<file path="src/rtl/flash_host_pkg.sv">
// Constants and carrier types for the parallel flash host controller.
// Assumes a 20 MHz system clock and a byte-wide asynchronous flash.
package flash_host_pkg;
    // Clock and bus timing
    localparam int CLK_MHZ = 20;
    localparam int MIN_PULSE_NS = 5;
    localparam int CLK_NS = 1000 / CLK_MHZ;
    // Least times round up to whole cycles, never below two
    localparam int PULSE_RAW = (MIN_PULSE_NS + CLK_NS - 1) / CLK_NS;
    localparam int STROBE_CYC = (PULSE_RAW < 2) ? 2 : PULSE_RAW;
    localparam int READ_CYC = 2;
    localparam int ADDR_W = 19;
    localparam int SECTOR_LSB = 12;

    // Command sequence addresses and codes
    localparam logic [15:0] UNLOCK_ADDR1 = 16'h5555;
    localparam logic [15:0] UNLOCK_ADDR2 = 16'h2AAA;
    localparam logic [7:0] UNLOCK_DATA1 = 8'hAA;
    localparam logic [7:0] UNLOCK_DATA2 = 8'h55;
    localparam logic [7:0] CMD_PROGRAM = 8'hA0;
    localparam logic [7:0] CMD_ERASE_SETUP = 8'h80;
    localparam logic [7:0] CMD_CHIP_ERASE = 8'h10;
    localparam logic [7:0] CMD_SECTOR_ERASE = 8'h30;
    localparam logic [7:0] CMD_ID_ENTRY = 8'h90;
    localparam logic [7:0] CMD_ID_EXIT = 8'hF0;
    localparam logic [15:0] ID_MAKER_ADDR = 16'h0000;
    localparam logic [15:0] ID_PART_ADDR = 16'h0001;
    localparam int TOGGLE_BIT = 6;

    typedef enum logic [2:0] {
        OP_READ,
        OP_PROGRAM,
        OP_SECTOR_ERASE,
        OP_CHIP_ERASE,
        OP_ID_ENTRY,
        OP_ID_EXIT_SHORT,
        OP_ID_EXIT_LONG
    } op_t;

    // One user request
    typedef struct packed {
        op_t op;
        logic [ADDR_W-1:0] addr;
        logic [7:0] data;
    } req_t;

    // Flash pin bundle driven by the host
    typedef struct packed {
        logic ce_n;
        logic oe_n;
        logic we_n;
        logic [ADDR_W-1:0] addr;
        logic [7:0] dq_o;
        logic dq_oe;
    } pins_t;
endpackage

</file>
<file path="src/rtl/flash_bus_cycle.sv">
// Single bus cycle engine: one write or one read on the flash pins.
// Assumes the flash answers within READ_CYC clocks of the output gate.
module flash_bus_cycle
    import flash_host_pkg::*;
(
    input wire logic i_mclk,
    input wire logic i_sys_rst,
    input wire logic i_start,
    input wire logic i_write,
    input wire logic [ADDR_W-1:0] i_addr,
    input wire logic [7:0] i_wdata,
    input wire logic [7:0] i_dq,
    output logic o_busy,
    output logic o_done,
    output logic [7:0] o_rdata,
    output pins_t o_pins
);
    typedef enum logic [1:0] {S_IDLE, S_STROBE, S_GAP} cyc_state_t;
    cyc_state_t state_q;
    logic [3:0] cnt_q;
    logic write_q;

    ////////////////////////////////////////////////////////////////////////
    // Sequencing of one cycle
    always_ff @(posedge i_mclk or posedge i_sys_rst) begin
        if (i_sys_rst) begin
            state_q <= S_IDLE;
            cnt_q <= 4'h0;
            write_q <= 1'b0;
            o_done <= 1'b0;
        end else begin
            o_done <= 1'b0;
            unique case (state_q)
                S_IDLE: if (i_start) begin
                    state_q <= S_STROBE;
                    write_q <= i_write;
                    // Strobe long enough to beat the glitch filter
                    cnt_q <= i_write ? 4'(STROBE_CYC) : 4'(READ_CYC);
                end
                S_STROBE: if (cnt_q == 4'h1) begin
                    state_q <= S_GAP;
                end else begin
                    cnt_q <= cnt_q - 4'h1;
                end
                S_GAP: begin
                    state_q <= S_IDLE;
                    o_done <= 1'b1;
                end
            endcase
        end
    end

    // Pins; write strobe and output gate never low together
    always_ff @(posedge i_mclk or posedge i_sys_rst) begin
        if (i_sys_rst) begin
            o_pins <= '{ce_n: 1'b1, oe_n: 1'b1, we_n: 1'b1,
                        addr: '0, dq_o: 8'h00, dq_oe: 1'b0};
        end else if (state_q == S_IDLE && i_start) begin
            o_pins.ce_n <= 1'b0;
            o_pins.oe_n <= i_write;
            o_pins.we_n <= ~i_write;
            o_pins.addr <= i_addr;
            o_pins.dq_o <= i_wdata;
            o_pins.dq_oe <= i_write;
        end else if (state_q == S_STROBE && cnt_q == 4'h1) begin
            // Release all strobes; the flash holds what it captured
            o_pins.ce_n <= 1'b1;
            o_pins.oe_n <= 1'b1;
            o_pins.we_n <= 1'b1;
            o_pins.dq_oe <= 1'b0;
        end
    end

    // Read data sampled just before the output gate rises
    always_ff @(posedge i_mclk or posedge i_sys_rst) begin
        if (i_sys_rst) begin
            o_rdata <= 8'h00;
        end else if (state_q == S_STROBE && cnt_q == 4'h1 && !write_q) begin
            o_rdata <= i_dq;
        end
    end

    assign o_busy = (state_q != S_IDLE);
endmodule

</file>
<file path="src/rtl/flash_host_ctrl.sv">
// Host-side flash controller: command sequences, status polling, ID mode.
// Assumes a byte-wide flash on plain pins; the bench resolves the data wire.
//////////////////////////////////////////////////////////////////////////////
module flash_host_ctrl
    import flash_host_pkg::*;
#(
    parameter int ADDR_WIDTH = ADDR_W
)(
    input wire logic i_mclk,
    input wire logic i_sys_rst,
    input wire logic i_req_valid,
    input wire req_t i_req,
    output logic o_req_ready,
    output logic o_resp_valid,
    output logic [7:0] o_resp_data,
    output logic o_id_mode,
    output logic o_flash_ce_n,
    output logic o_flash_oe_n,
    output logic o_flash_we_n,
    output logic [ADDR_WIDTH-1:0] o_flash_addr,
    input wire logic [7:0] i_flash_dq,
    output logic [7:0] o_flash_dq,
    output logic o_flash_dq_oe
);
    typedef enum logic [2:0] {
        H_IDLE, H_ISSUE, H_WAIT, H_POLL_ISSUE, H_POLL_WAIT, H_FINISH
    } host_state_t;

    host_state_t state_q;
    req_t req_q;
    logic [2:0] step_q;
    logic [2:0] steps_total;
    logic have_prev_q;
    logic [7:0] prev_q;
    logic cyc_start;
    logic cyc_write;
    logic [ADDR_W-1:0] cyc_addr;
    logic [7:0] cyc_data;
    logic cyc_done;
    logic [7:0] cyc_rdata;
    pins_t pins;

    //////////////////////////////////////////////////////////////////////////
    // Bus cycle steps per operation
    always_comb begin
        unique case (req_q.op)
            OP_READ: steps_total = 3'd1;
            OP_PROGRAM: steps_total = 3'd4;
            OP_SECTOR_ERASE: steps_total = 3'd6;
            OP_CHIP_ERASE: steps_total = 3'd6;
            OP_ID_ENTRY: steps_total = 3'd3;
            OP_ID_EXIT_SHORT: steps_total = 3'd1;
            OP_ID_EXIT_LONG: steps_total = 3'd3;
            default: steps_total = 3'd1;
        endcase
    end

    // Address and data of the current step of the sequence
    always_comb begin
        cyc_addr = ADDR_W'(UNLOCK_ADDR1);
        cyc_data = UNLOCK_DATA1;
        unique case (step_q)
            3'd0, 3'd3: begin
                cyc_addr = ADDR_W'(UNLOCK_ADDR1);
                cyc_data = UNLOCK_DATA1;
            end
            3'd1, 3'd4: begin
                cyc_addr = ADDR_W'(UNLOCK_ADDR2);
                cyc_data = UNLOCK_DATA2;
            end
            3'd2: begin
                cyc_addr = ADDR_W'(UNLOCK_ADDR1);
                unique case (req_q.op)
                    OP_PROGRAM: cyc_data = CMD_PROGRAM;
                    OP_ID_ENTRY: cyc_data = CMD_ID_ENTRY;
                    OP_ID_EXIT_LONG: cyc_data = CMD_ID_EXIT;
                    default: cyc_data = CMD_ERASE_SETUP;
                endcase
            end
            3'd5: begin
                if (req_q.op == OP_CHIP_ERASE) begin
                    cyc_addr = ADDR_W'(UNLOCK_ADDR1);
                    cyc_data = CMD_CHIP_ERASE;
                end else begin
                    // Sector picked by the upper address lines only
                    cyc_addr = {req_q.addr[ADDR_W-1:SECTOR_LSB],
                                {SECTOR_LSB{1'b0}}};
                    cyc_data = CMD_SECTOR_ERASE;
                end
            end
            default: begin
                cyc_addr = ADDR_W'(UNLOCK_ADDR1);
                cyc_data = 8'h00;
            end
        endcase
        // Request address used by: plain read, program data step (step 3), short exit
        if (req_q.op == OP_READ) begin
            cyc_addr = req_q.addr;
        end else if (req_q.op == OP_ID_EXIT_SHORT) begin
            cyc_addr = req_q.addr;
            cyc_data = CMD_ID_EXIT;
        end else if (req_q.op == OP_PROGRAM && step_q == 3'd3) begin
            cyc_addr = req_q.addr;
            cyc_data = req_q.data;
        end
    end

    //////////////////////////////////////////////////////////////////////////
    // Main sequencer
    always_ff @(posedge i_mclk or posedge i_sys_rst) begin
        if (i_sys_rst) begin
            state_q <= H_IDLE;
            req_q <= '{op: OP_READ, addr: '0, data: 8'h00};
            step_q <= 3'd0;
            have_prev_q <= 1'b0;
            prev_q <= 8'h00;
        end else begin
            unique case (state_q)
                H_IDLE: if (i_req_valid) begin
                    req_q <= i_req;
                    step_q <= 3'd0;
                    state_q <= H_ISSUE;
                end
                H_ISSUE: state_q <= H_WAIT;
                H_WAIT: if (cyc_done) begin
                    if (step_q == steps_total - 3'd1) begin
                        // Only program and erase start internal work
                        if (req_q.op == OP_PROGRAM
                            || req_q.op == OP_SECTOR_ERASE
                            || req_q.op == OP_CHIP_ERASE) begin
                            have_prev_q <= 1'b0;
                            state_q <= H_POLL_ISSUE;
                        end else begin
                            state_q <= H_FINISH;
                        end
                    end else begin
                        step_q <= step_q + 3'd1;
                        state_q <= H_ISSUE;
                    end
                end
                H_POLL_ISSUE: state_q <= H_POLL_WAIT;
                H_POLL_WAIT: if (cyc_done) begin
                    prev_q <= cyc_rdata;
                    have_prev_q <= 1'b1;
                    // Done once the toggle flag holds still between two reads in a row
                    if (have_prev_q && cyc_rdata[TOGGLE_BIT]
                        == prev_q[TOGGLE_BIT]) begin
                        state_q <= H_FINISH;
                    end else begin
                        state_q <= H_POLL_ISSUE;
                    end
                end
                H_FINISH: state_q <= H_IDLE;
                default: state_q <= H_IDLE;
            endcase
        end
    end

    // Mirror of the flash's ID mode; set or cleared in H_FINISH of an ID entry or exit request
    always_ff @(posedge i_mclk or posedge i_sys_rst) begin
        if (i_sys_rst) begin
            o_id_mode <= 1'b0;
        end else if (state_q == H_FINISH) begin
            if (req_q.op == OP_ID_ENTRY) begin
                o_id_mode <= 1'b1;
            end else if (req_q.op == OP_ID_EXIT_SHORT
                         || req_q.op == OP_ID_EXIT_LONG) begin
                o_id_mode <= 1'b0;
            end
        end
    end

    // Response: read data, or last status byte after a write
    always_ff @(posedge i_mclk or posedge i_sys_rst) begin
        if (i_sys_rst) begin
            o_resp_valid <= 1'b0;
            o_resp_data <= 8'h00;
        end else begin
            o_resp_valid <= (state_q == H_FINISH);
            if (state_q == H_FINISH) begin
                o_resp_data <= (req_q.op == OP_READ) ? cyc_rdata : prev_q;
            end
        end
    end

    //////////////////////////////////////////////////////////////////////////
    // Bus cycle engine and pin hookup
    assign cyc_start = (state_q == H_ISSUE) || (state_q == H_POLL_ISSUE);
    assign cyc_write = (state_q == H_ISSUE) && (req_q.op != OP_READ);
    assign o_req_ready = (state_q == H_IDLE);

    flash_bus_cycle u_cycle (
        .i_mclk(i_mclk),
        .i_sys_rst(i_sys_rst),
        .i_start(cyc_start),
        .i_write(cyc_write),
        .i_addr(state_q == H_POLL_ISSUE ? req_q.addr : cyc_addr),
        .i_wdata(cyc_data),
        .i_dq(i_flash_dq),
        .o_busy(),
        .o_done(cyc_done),
        .o_rdata(cyc_rdata),
        .o_pins(pins)
    );

    // Host drives the data bus only during writes
    assign o_flash_ce_n = pins.ce_n;
    assign o_flash_oe_n = pins.oe_n;
    assign o_flash_we_n = pins.we_n;
    assign o_flash_addr = ADDR_WIDTH'(pins.addr);
    assign o_flash_dq = pins.dq_o;
    assign o_flash_dq_oe = pins.dq_oe;
endmodule

</file>
<file path="config.mk">
export PLATFORM = sky130hd
export DESIGN_NAME = flash_host_ctrl
export DESIGN_NICKNAME = d
export VERILOG_FILES = /design/src/rtl/flash_host_pkg.sv /design/src/rtl/flash_bus_cycle.sv /design/src/rtl/flash_host_ctrl.sv
export SDC_FILE = /design/constraint.sdc
export NUM_CORES = 1
export LEC_CHECK = 0
export ABC_AREA = 1
export BUFFER_PORTS_ARGS = -buffer_cell sky130_fd_sc_hd__buf_4
export CAP_MARGIN = 20
export CORE_MARGIN = 3
export CORE_UTILIZATION = 55
export CTS_BUF_LIST = sky130_fd_sc_hd__clkbuf_2 sky130_fd_sc_hd__clkbuf_4 sky130_fd_sc_hd__clkbuf_8
export CTS_CLUSTER_DIAMETER = 200
export DETAILED_ROUTE_END_ITERATION = 8
export HOLD_SLACK_MARGIN = 0.1
export PLACE_DENSITY_LB_ADDON = 0.2
export SETUP_SLACK_MARGIN = 0.4
export SLEW_MARGIN = 20
export SYNTH_ARGS = -nofsm -noshare
export SYNTH_HDL_FRONTEND = slang
export SYNTH_SLANG_ARGS = --single-unit
</file>
<file path="constraint.sdc">
create_clock -name i_mclk -period 3.6 [get_ports i_mclk]
set_input_delay 0.36 -clock i_mclk [delete_from_list [all_inputs] [get_ports i_mclk]]
set_output_delay 0.36 -clock i_mclk [all_outputs]
set_load 0.02 [all_outputs]
</file>
Yosys cells after proc, flatten, opt, wreduce, memory -nomap -nowiden:

Cells that the tools add are included.

* output and inout bits: 42
* flip-flop bits (word level): 102
* word-level logic and storage cells: 132
* input bits: 41

* muxes and demuxes: 43
* add/sub/neg operators: 3
* bitwise gates (word level): 1
* reduce and logical (&&, ||, !) cells: 34
* equal/unequal tests: 30

Operators with widths (count)
* $mux W19: 5
* $pmux W19 S2: 1
* $mux W3: 11
* $mux W8: 4
* $pmux W8 S4: 1
* $eq A3 B3 Y1 const B: 7
* $pmux W7 S3: 1
* $eq A3 B2 Y1 const B: 6
* $pmux W3 S5: 1
* $ne A2 B2 Y1 const B: 6
* $reduce_and A2 Y1: 5
* $reduce_bool A2 Y1: 5
* $eq A3 B1 Y1 const B: 3
* $logic_not A3 Y1: 3
* $mux W1: 9
* $pmux W3 S3: 1
* $mux W4: 2
* $pmux W4 S2: 1
* $reduce_or A2 Y1: 4
* $logic_and A1 B1 Y1: 6
* $mux W6: 1
* $ne A2 B1 Y1 const B: 3
* $pmux W2 S3: 1
* $pmux W3 S2: 1
* 18 further kinds: 23

Longest topological paths before layout:

Gate-level depths: netlist (run 1).

* depth in word-level cells: 8
* gate-level depth with buffers: 16
* depth with buffers taken out: 16

Hierarchy:

From an unflattened synthesis (run 1), not the netlist that was laid out.

* cells, all modules: 566
* area total of the unflattened synthesis: 4907.2 um2

Modules (own cells, without submodules)
* flash_host_ctrl: area an instance 2880.3 um2, cells an instance 337, instances 1, seq. area each 1376.3 um2
* flash_bus_cycle: area an instance 2026.9 um2, cells an instance 229, instances 1, seq. area each 1179.9 um2

Least setup slack after synthesis (run 1):

No wires, ideal clock.

* path type: reg2reg
* start point: reg req_q[29] in the netlist's numbering
* end point: reg step_q[0]
* cell stages (with the launch flop): 14
* path buffers: 0
* library setup time: 0.117 ns
* setup slack: 1.828 ns
* required time: 3.483 ns
* clock period less this slack: 1.772 ns
* arrival time: 1.655 ns
* path through: dfrtp_1 inv_2 nor2_1 inv_1 nand2_1 inv_1 ha_1 xor2_1 nand3_1 nand2_1 nand2_1 nand2_2 nand2_1 nand2_1

* word-level cells in the longest chain between the ends: 7
* elaborated cells on any way between the ends: 12
* those cells by class: 1 x add/sub; 7 x eq/ne; 1 x mux; 3 x reduce/logical

RTL lines
* start, declared: line flash_host_ctrl.sv:30 `req_t req_q;`
* start signal, assigned: line flash_host_ctrl.sv:113 `req_q <= '{op: OP_READ, addr: '0, data: 8'h00};`
* start signal, assigned: line flash_host_ctrl.sv:120 `req_q <= i_req;`
* $eq A3 B3 Y1 or $eq A3 B2 Y1 (tied branches): line flash_host_ctrl.sv:46 `unique case (req_q.op)`
* $reduce_or A2 Y1 (no line)
* $pmux W3 S3 *: line flash_host_ctrl.sv:46
* $sub A3 B1 Y3 *: line flash_host_ctrl.sv:126 `if (step_q == steps_total - 3'd1) begin`
* $eq A3 B3 Y1 *: line flash_host_ctrl.sv:126
* $ne A2 B2 Y1 (no line) *
* $reduce_and A4 Y1 (no line) *
* end signal, assigned: line flash_host_ctrl.sv:137 `step_q <= step_q + 3'd1;`
* end, declared: line flash_host_ctrl.sv:31 `logic [2:0] step_q;`

Every way passes the cells marked *; elsewhere a longest branch is shown, timed or not.
A chain may end at the register's enable or synchronous reset.

Final worst setup path (run 1):

* start point: reg u_cycle.state_q[0]
* end point: reg u_cycle.o_pins[28] in the netlist's numbering

* word-level cells in the longest chain between the ends: 3
* elaborated cells on any way between the ends: 6
* those cells by class: 1 x eq/ne; 1 x mux; 4 x reduce/logical

RTL lines
* start, declared: line flash_bus_cycle.sv:19 `cyc_state_t state_q;`
* start signal, assigned: line flash_bus_cycle.sv:27 `state_q <= S_IDLE;`
* start signal, assigned: line flash_bus_cycle.sv:35 `state_q <= S_STROBE;`
* start signal, assigned: line flash_bus_cycle.sv:41 `state_q <= S_GAP;`
* $eq A2 B1 Y1 or $logic_not A2 Y1 (tied branches): line flash_bus_cycle.sv:65, flash_bus_cycle.sv:58
* $logic_and A1 B1 Y1, on equally long branches: line flash_bus_cycle.sv:65, flash_bus_cycle.sv:58
* $reduce_bool A2 Y1 (no line) or $mux W3 (tied branches)
* end signal, assigned: line flash_bus_cycle.sv:56 `o_pins <= '{ce_n: 1'b1, oe_n: 1'b1, we_n: 1'b1,`
* end, declared: line flash_bus_cycle.sv:16 `output pins_t o_pins`

Parallel ways exist; a longest one is shown, timed or not.

==> Flow_metrics.wiki, run 1 <==
{| class="wikitable"
! Metric !! Value
|-
| Critical R2R Capture || u_cycle.o_pins[28]$_DFFE_PP1P_
|-
| Max-Cap Viols || 0
|-
| Number of I/O pins || 83
|-
| # nets final || 673
|-
| Most Frequent Cell on Critical Path || inv_1
|-
| Die W || about 100 um
|-
| Cell area power density || around 330 mW/mm2
|-
| Final design area excluding fillers || 0.005639 mm2
|-
| Post-DP HPWL || slightly above 7 mm
|-
| Global-route wire length before repair || between 15 and 20 mm
|-
| Share of the yosys chip area belonging to registers || roughly 54%
|-
| Sw power || between 0.4 and 0.5 mW
|-
| Standard-cell rows || 33
|-
| Core area || 0.008299 mm2
|-
| Final wirelength || around 10 mm
|-
| Final-report max-slew violation count || 0
|-
| Data required time at the worst endpoint || 3.90 ns
|-
| Part of the power in the clock network || 35.6%
|-
| Total of endpoints with negative setup slack in the final report || 0
|-
| Synth Instances || 538
|-
| Share of cells above drive strength 1 || roughly a quarter
|-
| Depth of the most critical reg-to-reg path || 7
|-
| Die Outline Area || 0.009826 mm2
|-
| Busiest grt layer || met2
|-
| Total gr overflow || 0
|-
| Via count of the first global-routing pass || around 3700
|-
| Data arrival time at the worst-slack endpoint || about 2.4 ns
|-
| Highest attainable clock frequency || ~480 MHz
|-
| Routed len/inst || about 14 um
|-
| Count of nets left with antenna violations after detail routing || 0
|-
| Met3 Track Usage GR || under 10%
|-
| Vias post-DR || roughly 3800
|-
| Reg2reg setup slack || approximately 1.5 ns
|-
| Standby leakage power || about 3.1 nW
|-
| Growth of design area from synthesis to finish || 18.23%
|-
| Slowest library cell on the worst path || inv_2
|-
| Total count of hold-check failures in the final report || 0
|-
| CTS sink cnt || 102
|-
| Number of synthesized flops with an enable pin || 0
|-
| Shortest period the worst path allows || ~2.1 ns
|-
| Met1 routing resource usage after global routing || between 20% and 30%
|-
| Critical Path Start Type || flop
|-
| Drt pass-1 iters || 4
|-
| Placer's final routability congestion estimate || between 0.8 and 0.9
|-
| Class of the most critical hold timing path || in2async
|-
| Cell-by-cell trace of the critical path || inv_1 -> ha_1 -> nand3_2 -> inv_2 -> nand3_1 -> o21ai_0 -> inv_1
|-
| Buffers from clock root to sink, at most || 2
|-
| Cell internal pwr || around 1.4 mW
|-
| Clock tree from TritonCTS || yes
|-
| Accumulated negative setup slack || 0 ns
|-
| Worst setup path class || reg2reg
|-
| Number of CTS-inserted buffers || 9
|-
| Post-CTS Resized || 0
|-
| Nets in the synthesized netlist || just under 600
|-
| Initial core utilization || about 57%
|-
| Combinational power share || under 10%
|-
| CP peak stage delay || around 0.56 ns
|-
| Setup repair after global routing missed its margin || no
|-
| Total setup buffers inserted after CTS || 0
|-
| Final worst hold slack || 0.09885 ns
|-
| Outcome || completed
|-
| Post-Place Cell Area || around 0.0055 mm2
|-
| Clock latency on the worst-skew pair || 0.36 ns
|-
| Period utilization || just under 60%
|-
| Worst setup startpoint || u_cycle.state_q[0]$_DFFE_PP0P_
|-
| Syn Std Cell Area || 0.004770 mm2
|-
| Register bit total from synthesis || ~100
|-
| Transition at the pin with the smallest max-transition slack || approximately 0.84 ns
|-
| Overall Global Routing Usage || 21.26%
|-
| Clock-pin slew on the worst setup and hold paths || ~0.11 ns
|-
| CP max FO || 33
|-
| FFs w/ async S/R, synth || between 90% and 100%
|-
| Pin count of the biggest net entering global routing || 90
|-
| Clk root buf || clkbuf_8
|-
| Peak ir drop on the vdd network || 216.6 uV
|-
| Launching point of the worst reg2reg path || u_cycle.state_q[0]$_DFFE_PP0P_
|-
| Syn_area_per_cell || between 8 and 9 um2
|-
| H-tree levels || 3
|-
| Iter 0 DRT Violations || roughly 180
|-
| Number of diodes || 0
|-
| Main synth FF type || dfrtp_1
|-
| Met2 Use GR || 35.02%
|-
| Most common library cell in the layout ignoring fill and taps || nand2_1
|-
| Fraction of power spent switching nets || 23.22%
|-
| Worst max-slew margin expressed relative to the limit || 43.53%
|-
| Distinct cell type count of the synthesized netlist || 33
|-
| Worst setup skew after layout || roughly 0.016 ns
|-
| Count of yosys warnings during synthesis || 0
|-
| Number of antenna violations at the first check in global routing || 0
|-
| Most used cells in the layout excluding fill and tap cells || 132 x nand2_1, 99 x dfrtp_1, 84 x buf_4
|-
| Average vias per placed instance || 5.215
|-
| CP endpoint kind || flop
|-
| Cts hold-fix bufs || 0
|-
| DIE HEIGHT || 99.13 um
|-
| Sequential share of power || 61.3%
|-
| Count of input and output buffers || 82
|-
| Number of DRC violations after detailed routing || 0
|-
| Capture point of the critical path || u_cycle.o_pins[28]$_DFFE_PP1P_
|}
## power groups by stage
stage	logic [mW]	clock network (mW)	registers, mW
floorplan	0.0169	0	1.17
global placement	0.0583	0	1.17
detailed placement	0.0592	0	1.17
CTS	0.0592	0.682	1.15
global route	0.0652	0.732	1.15
finish	0.0574	0.665	1.14
## critical path, delay by kind of cell, from the launching register on
family          cells  cell delay (ns)
fa+ha+maj           1             0.20
flops               1             0.41
simple gates        2             0.60
compound gates      1             0.12
buf+inv             3             0.70
## per-stage QoR
step                      setup WS, ns  util [%]  std cells  total power [mW]
after floorplan                 0.5695         -        538             1.185
after global placement           1.586     65.78        715             1.226
after detailed placement         1.521     65.78        715             1.227
after CTS                        1.502     67.92        730             1.886
after global routing             1.216     67.95        730             1.942
final                            1.502     67.95        730             1.868
## state kept, by name, indices dropped and copies added (netlist names), 2 cells and up
register / cells
prev_q: 8
step_q: 3
u_cycle.o_pins: 31
u_cycle.state_q: 2
u_cycle.cnt_q: 4
u_cycle.o_rdata: 8
req_q: 30
state_q: 3
o_resp_data: 8
## cells in the mapped netlist (2+ instances only)
cell / n / area, um2
nand2_1: 132 / 495.5
dfrtp_1: 99 / 2477
inv_1: 59 / 221.5
o21ai_0: 42 / 210.2
nor2_1: 40 / 150.1
a21oi_1: 34 / 170.2
nand3_1: 23 / 115.1
mux2_2: 17 / 191.4
o21ai_1: 13 / 65.06
ha_1: 11 / 137.6
or2_2: 10 / 62.56
nand2_2: 8 / 50.05
inv_2: 7 / 26.28
buf_2: 6 / 30.03
nand3_2: 5 / 50.05
buf_6: 3 / 33.78
clkbuf_1: 3 / 11.26
dfstp_2: 3 / 78.83
mux2_1: 3 / 33.78
nor2_4: 3 / 33.78
xor2_1: 3 / 26.28
nor2_2: 2 / 12.51
o31ai_1: 2 / 15.01
## layer usage
layer  up-vias  part of all wire, %  wire length (um)
met5         -                    0                 0
met4         0                  1.5               146
met3        12                  4.8               474
met2        96                   49              4874
met1      1823                   45              4468
li1       1876                    -                 -
## kinds of logic (layout without fill, tap and decap cells)
family / count (synthesis) / after routing / synth area share (%)
adder cells (fa/ha/maj): 11 / 11 / 2.886
AND/OR/NAND/NOR: 228 / 228 / 21.14
AO/OA/AOI/OAI: 95 / 95 / 10.26
multiplexers: 20 / 20 / 4.722
buffers and inverters: 79 / 166 / 6.847
flip-flops: 102 / 102 / 53.59
XOR/XNOR: 3 / 3 / 0.5510
## how the worst min path moves through the flow
| stage | startpoint | endpoint | slack (ns) | depth (start not counted) |
|---|---|---|---|---|
| after floorplan | have_prev_q$_DFFE_PP0P_ | have_prev_q$_DFFE_PP0P_ | 0.44 | 2 |
| after global placement | u_cycle.o_pins[30]$_DFFE_PP1P_ | u_cycle.o_pins[30]$_DFFE_PP1P_ | 0.46 | 2 |
| final | i_sys_rst | prev_q[4]$_DFFE_PP0P_ | 0.1 | 2 |
| after global routing | i_sys_rst | prev_q[4]$_DFFE_PP0P_ | 0.19 | 2 |
| after CTS | i_flash_dq[4] | u_cycle.o_rdata[4]$_DFFE_PP0P_ | 0.19 | 3 |
| after detailed placement | u_cycle.o_pins[30]$_DFFE_PP1P_ | u_cycle.o_pins[30]$_DFFE_PP1P_ | 0.46 | 2 |
## layout make-up
cell class / instances / area (um2)
repair buffers: 84 / 630.6
inverters: 67 / 256.5
clock inverters: 6 / 53.80
flip-flops and latches: 102 / 2556
fillers: 672 / 2660
multi-input cells: 357 / 1887
well taps: 105 / 131.4
clock buffers: 9 / 123.9
(Power assumes the default switching activity.)
==> run 2: changes to the inputs <==
Clock period 3.6 ns to 2.2 ns, I/O delays scaled along.
==> run 2 against run 1 <==
Effect of this change:
- final area rose by 11%
- largest power group unchanged
- non-clock buffer count increased by 53
- sequential share of layout area shrank 4.4 points
- sequential power up 64%
- die area is the same
- highest routed layer unchanged
- critical path type unchanged
- largest cell class unchanged
- combinational power grew to 2.6 times the previous value
- final cell count increased by 7.4%
- worst hold slack better by 0.016 ns
- clock power increased by 71%
- first-iteration DRC count is 4.6% higher
- utilization rose by 7.5 points
==> Flow_metrics.wiki, run 2 (synthesis results as in run 1) <==
{| class="wikitable"
! Metric !! Value
|-
| Final design area excluding fillers || about 0.0063 mm2
|-
| Final wirelength || around 11 mm
|-
| Setup repair after global routing missed its margin || yes
|-
| Drt pass-1 iters || 4
|-
| Iter 0 DRT Violations || between 150 and 200
|-
| DIE HEIGHT || between 90 and 100 um
|-
| Cell area power density || slightly above 500 mW/mm2
|-
| Accumulated negative setup slack || 0 ns
|-
| Worst setup skew after layout || between 0.015 and 0.02 ns
|-
| Shortest period the worst path allows || ~1.7 ns
|-
| Buffers from clock root to sink, at most || 2
|-
| CP max FO || 3
|-
| Initial core utilization || between 50% and 60%
|-
| Post-Place Cell Area || 0.005503 mm2
|-
| H-tree levels || 3
|-
| Number of I/O pins || 83
|-
| Clock latency on the worst-skew pair || between 0.3 and 0.4 ns
|-
| Clock tree from TritonCTS || yes
|-
| Via count of the first global-routing pass || slightly above 4000
|-
| Placer's final routability congestion estimate || between 0.8 and 0.9
|-
| Total count of hold-check failures in the final report || 0
|-
| Most flops, register || u_cycle.o_pins
|-
| Period utilization || about four fifths
|-
| # nets final || roughly 730
|-
| Met2 Use GR || 41.12%
|-
| Met1 routing resource usage after global routing || between 20% and 30%
|-
| Flip-flop count of the largest register after layout || 31
|-
| Outcome || completed
|-
| Pin count of the biggest net entering global routing || between 100 and 150
|-
| Standard-cell rows || 33
|-
| Number of diodes || 0
|-
| Data required time at the worst endpoint || between 2 and 2.5 ns
|-
| Post-DP HPWL || approximately 7.3 mm
|-
| Busiest grt layer || met2
|-
| Most used cells in the layout excluding fill and tap cells || 127 x nand2_1, 99 x buf_4, 94 x dfrtp_1
|-
| Data arrival time at the worst-slack endpoint || ~2.0 ns
|-
| Global-route wire length before repair || ~18 mm
|-
| Count of input and output buffers || between 80 and 90
|-
| Vias post-DR || 4019
|-
| CTS sink cnt || between 100 and 150
|-
| Die Outline Area || ~0.0098 mm2
|-
| Clk root buf || clkbuf_8
|-
| Number of antenna violations at the first check in global routing || 0
|-
| Die W || 99.13 um
|-
| Critical Path Start Type || flop
|-
| Worst setup path class || reg2reg
|-
| Met3 Track Usage GR || 4.839%
|-
| Clock-pin slew on the worst setup and hold paths || around 0.10 ns
|-
| Peak ir drop on the vdd network || ~350 uV
|-
| Average vias per placed instance || between 5 and 6
|-
| Core area || a little over 0.008 mm2
|-
| Highest attainable clock frequency || ~580 MHz
|-
| Total of endpoints with negative setup slack in the final report || 0
|-
| Max-Cap Viols || 0
|-
| Number of CTS-inserted buffers || 9
|-
| Count of nets left with antenna violations after detail routing || 0
|-
| Share of cells above drive strength 1 || between 20% and 30%
|-
| Growth of design area from synthesis to finish || 31.22%
|-
| Overall Global Routing Usage || between 20% and 30%
|-
| Most common library cell in the layout ignoring fill and taps || nand2_1
|-
| Transition at the pin with the smallest max-transition slack || around 0.53 ns
|-
| Leading registers by flop count || u_cycle.o_pins x31, req_q x30
|-
| Worst max-slew margin expressed relative to the limit || about 64%
|-
| Final-report max-slew violation count || 0
|-
| Standby leakage power || 3.389 nW
|-
| Routed len/inst || 14.10 um
|-
| Class of the most critical hold timing path || in2reg
|-
| CP endpoint kind || flop
|-
| Number of DRC violations after detailed routing || 0
|-
| Total gr overflow || 0
|}
[run 2: cell count changes in the layout (fill, tap and decap cells not counted), moves of 3 or more]
cell and delta:
nand2_4 +4, buf_4 +15, nor2_1 -3, nand2_1 -5
dlygate4sd3_1 +36, dfrtp_1 -5, inv_1 -4, nor2_4 +4
dfrtp_2 +5
[run 2: final timing paths]
path                                         startpoint                             end  slack (ns)  cells after the start
worst max-delay path              req_q[27]$_DFFE_PP0P_         have_prev_q$_DFFE_PP0P_        0.46                     12
worst min-delay path                          i_req[15]           req_q[15]$_DFFE_PP0P_        0.11                      3
worst max register to register    req_q[27]$_DFFE_PP0P_         have_prev_q$_DFFE_PP0P_        0.46                     12
worst min register to register  have_prev_q$_DFFE_PP0P_         have_prev_q$_DFFE_PP0P_        0.49                      2
max in group asynchronous                     i_sys_rst  u_cycle.o_pins[30]$_DFFE_PP1P_        1.25                      4
min in group asynchronous                     i_sys_rst  u_cycle.state_q[0]$_DFFE_PP0P_        0.55                      4
[run 2: per-layer routing]
| layer | up-vias | part of all wire [%] | routed length (um) |
|---|---|---|---|
| met5 | - | 0 | 0 |
| met2 | 91 | 52 | 5785 |
| met1 | 1926 | 42 | 4609 |
| met3 | 14 | 4.6 | 511 |
| li1 | 1988 | - | - |
| met4 | 0 | 1.3 | 145 |
[run 2: critical path, cell delays in order, from the launching register on]
cell and delay (ns):
dfrtp_2 0.47, nor2_4 0.15, inv_2 0.05, nand2_2 0.05
inv_2 0.04, ha_4 0.25, xor2_1 0.16, nand3_2 0.13
nand2_4 0.10, buf_6 0.09, nand2_2 0.03, nand2_1 0.06
nand2_1 0.04
[run 2: final cells by class]
| type | count | area (um2) |
|---|---|---|
| inverters | 67 | 260.3 |
| multi-input cells | 357 | 1978 |
| fillers | 608 | 2041 |
| well taps | 105 | 131.4 |
| clock buffers | 9 | 123.9 |
| flip-flops and latches | 102 | 2562 |
| repair buffers | 137 | 1135 |
| clock inverters | 7 | 67.56 |
[run 2: timing repair]
item                       CTS  global route
hold buffers                36             0
gates cloned                 0             0
pin swaps                    5             7
gates resized for setup      9            25
buffers inserted             7             6
hold endpoints to repair   134             0
setup endpoints to repair   24            36
[run 2: report_power, final]
group          switching (mW)  internal [mW]  total (mW)  leakage [nW]
combinational          0.0573         0.0901       0.147          1.98
clock                   0.698          0.439        1.14        0.0989
sequential                  0           1.87        1.87          1.31
[run 2: metrics by stage]
step,std cells,worst slack [ns],hold slack (ns),power (mW),utilization [%]
2_1_floorplan,538,0.4285,0.3410,1.939,-
3_3_place_gp,719,0.3232,0.4171,2.007,66.30
3_5_place_dp,719,0.2009,0.4237,2.008,66.30
4_1_cts,778,0.3936,0.1043,3.186,73.84
5_1_grt,784,0.3405,0.1284,3.268,75.41
6_report,784,0.4615,0.1145,3.158,75.41
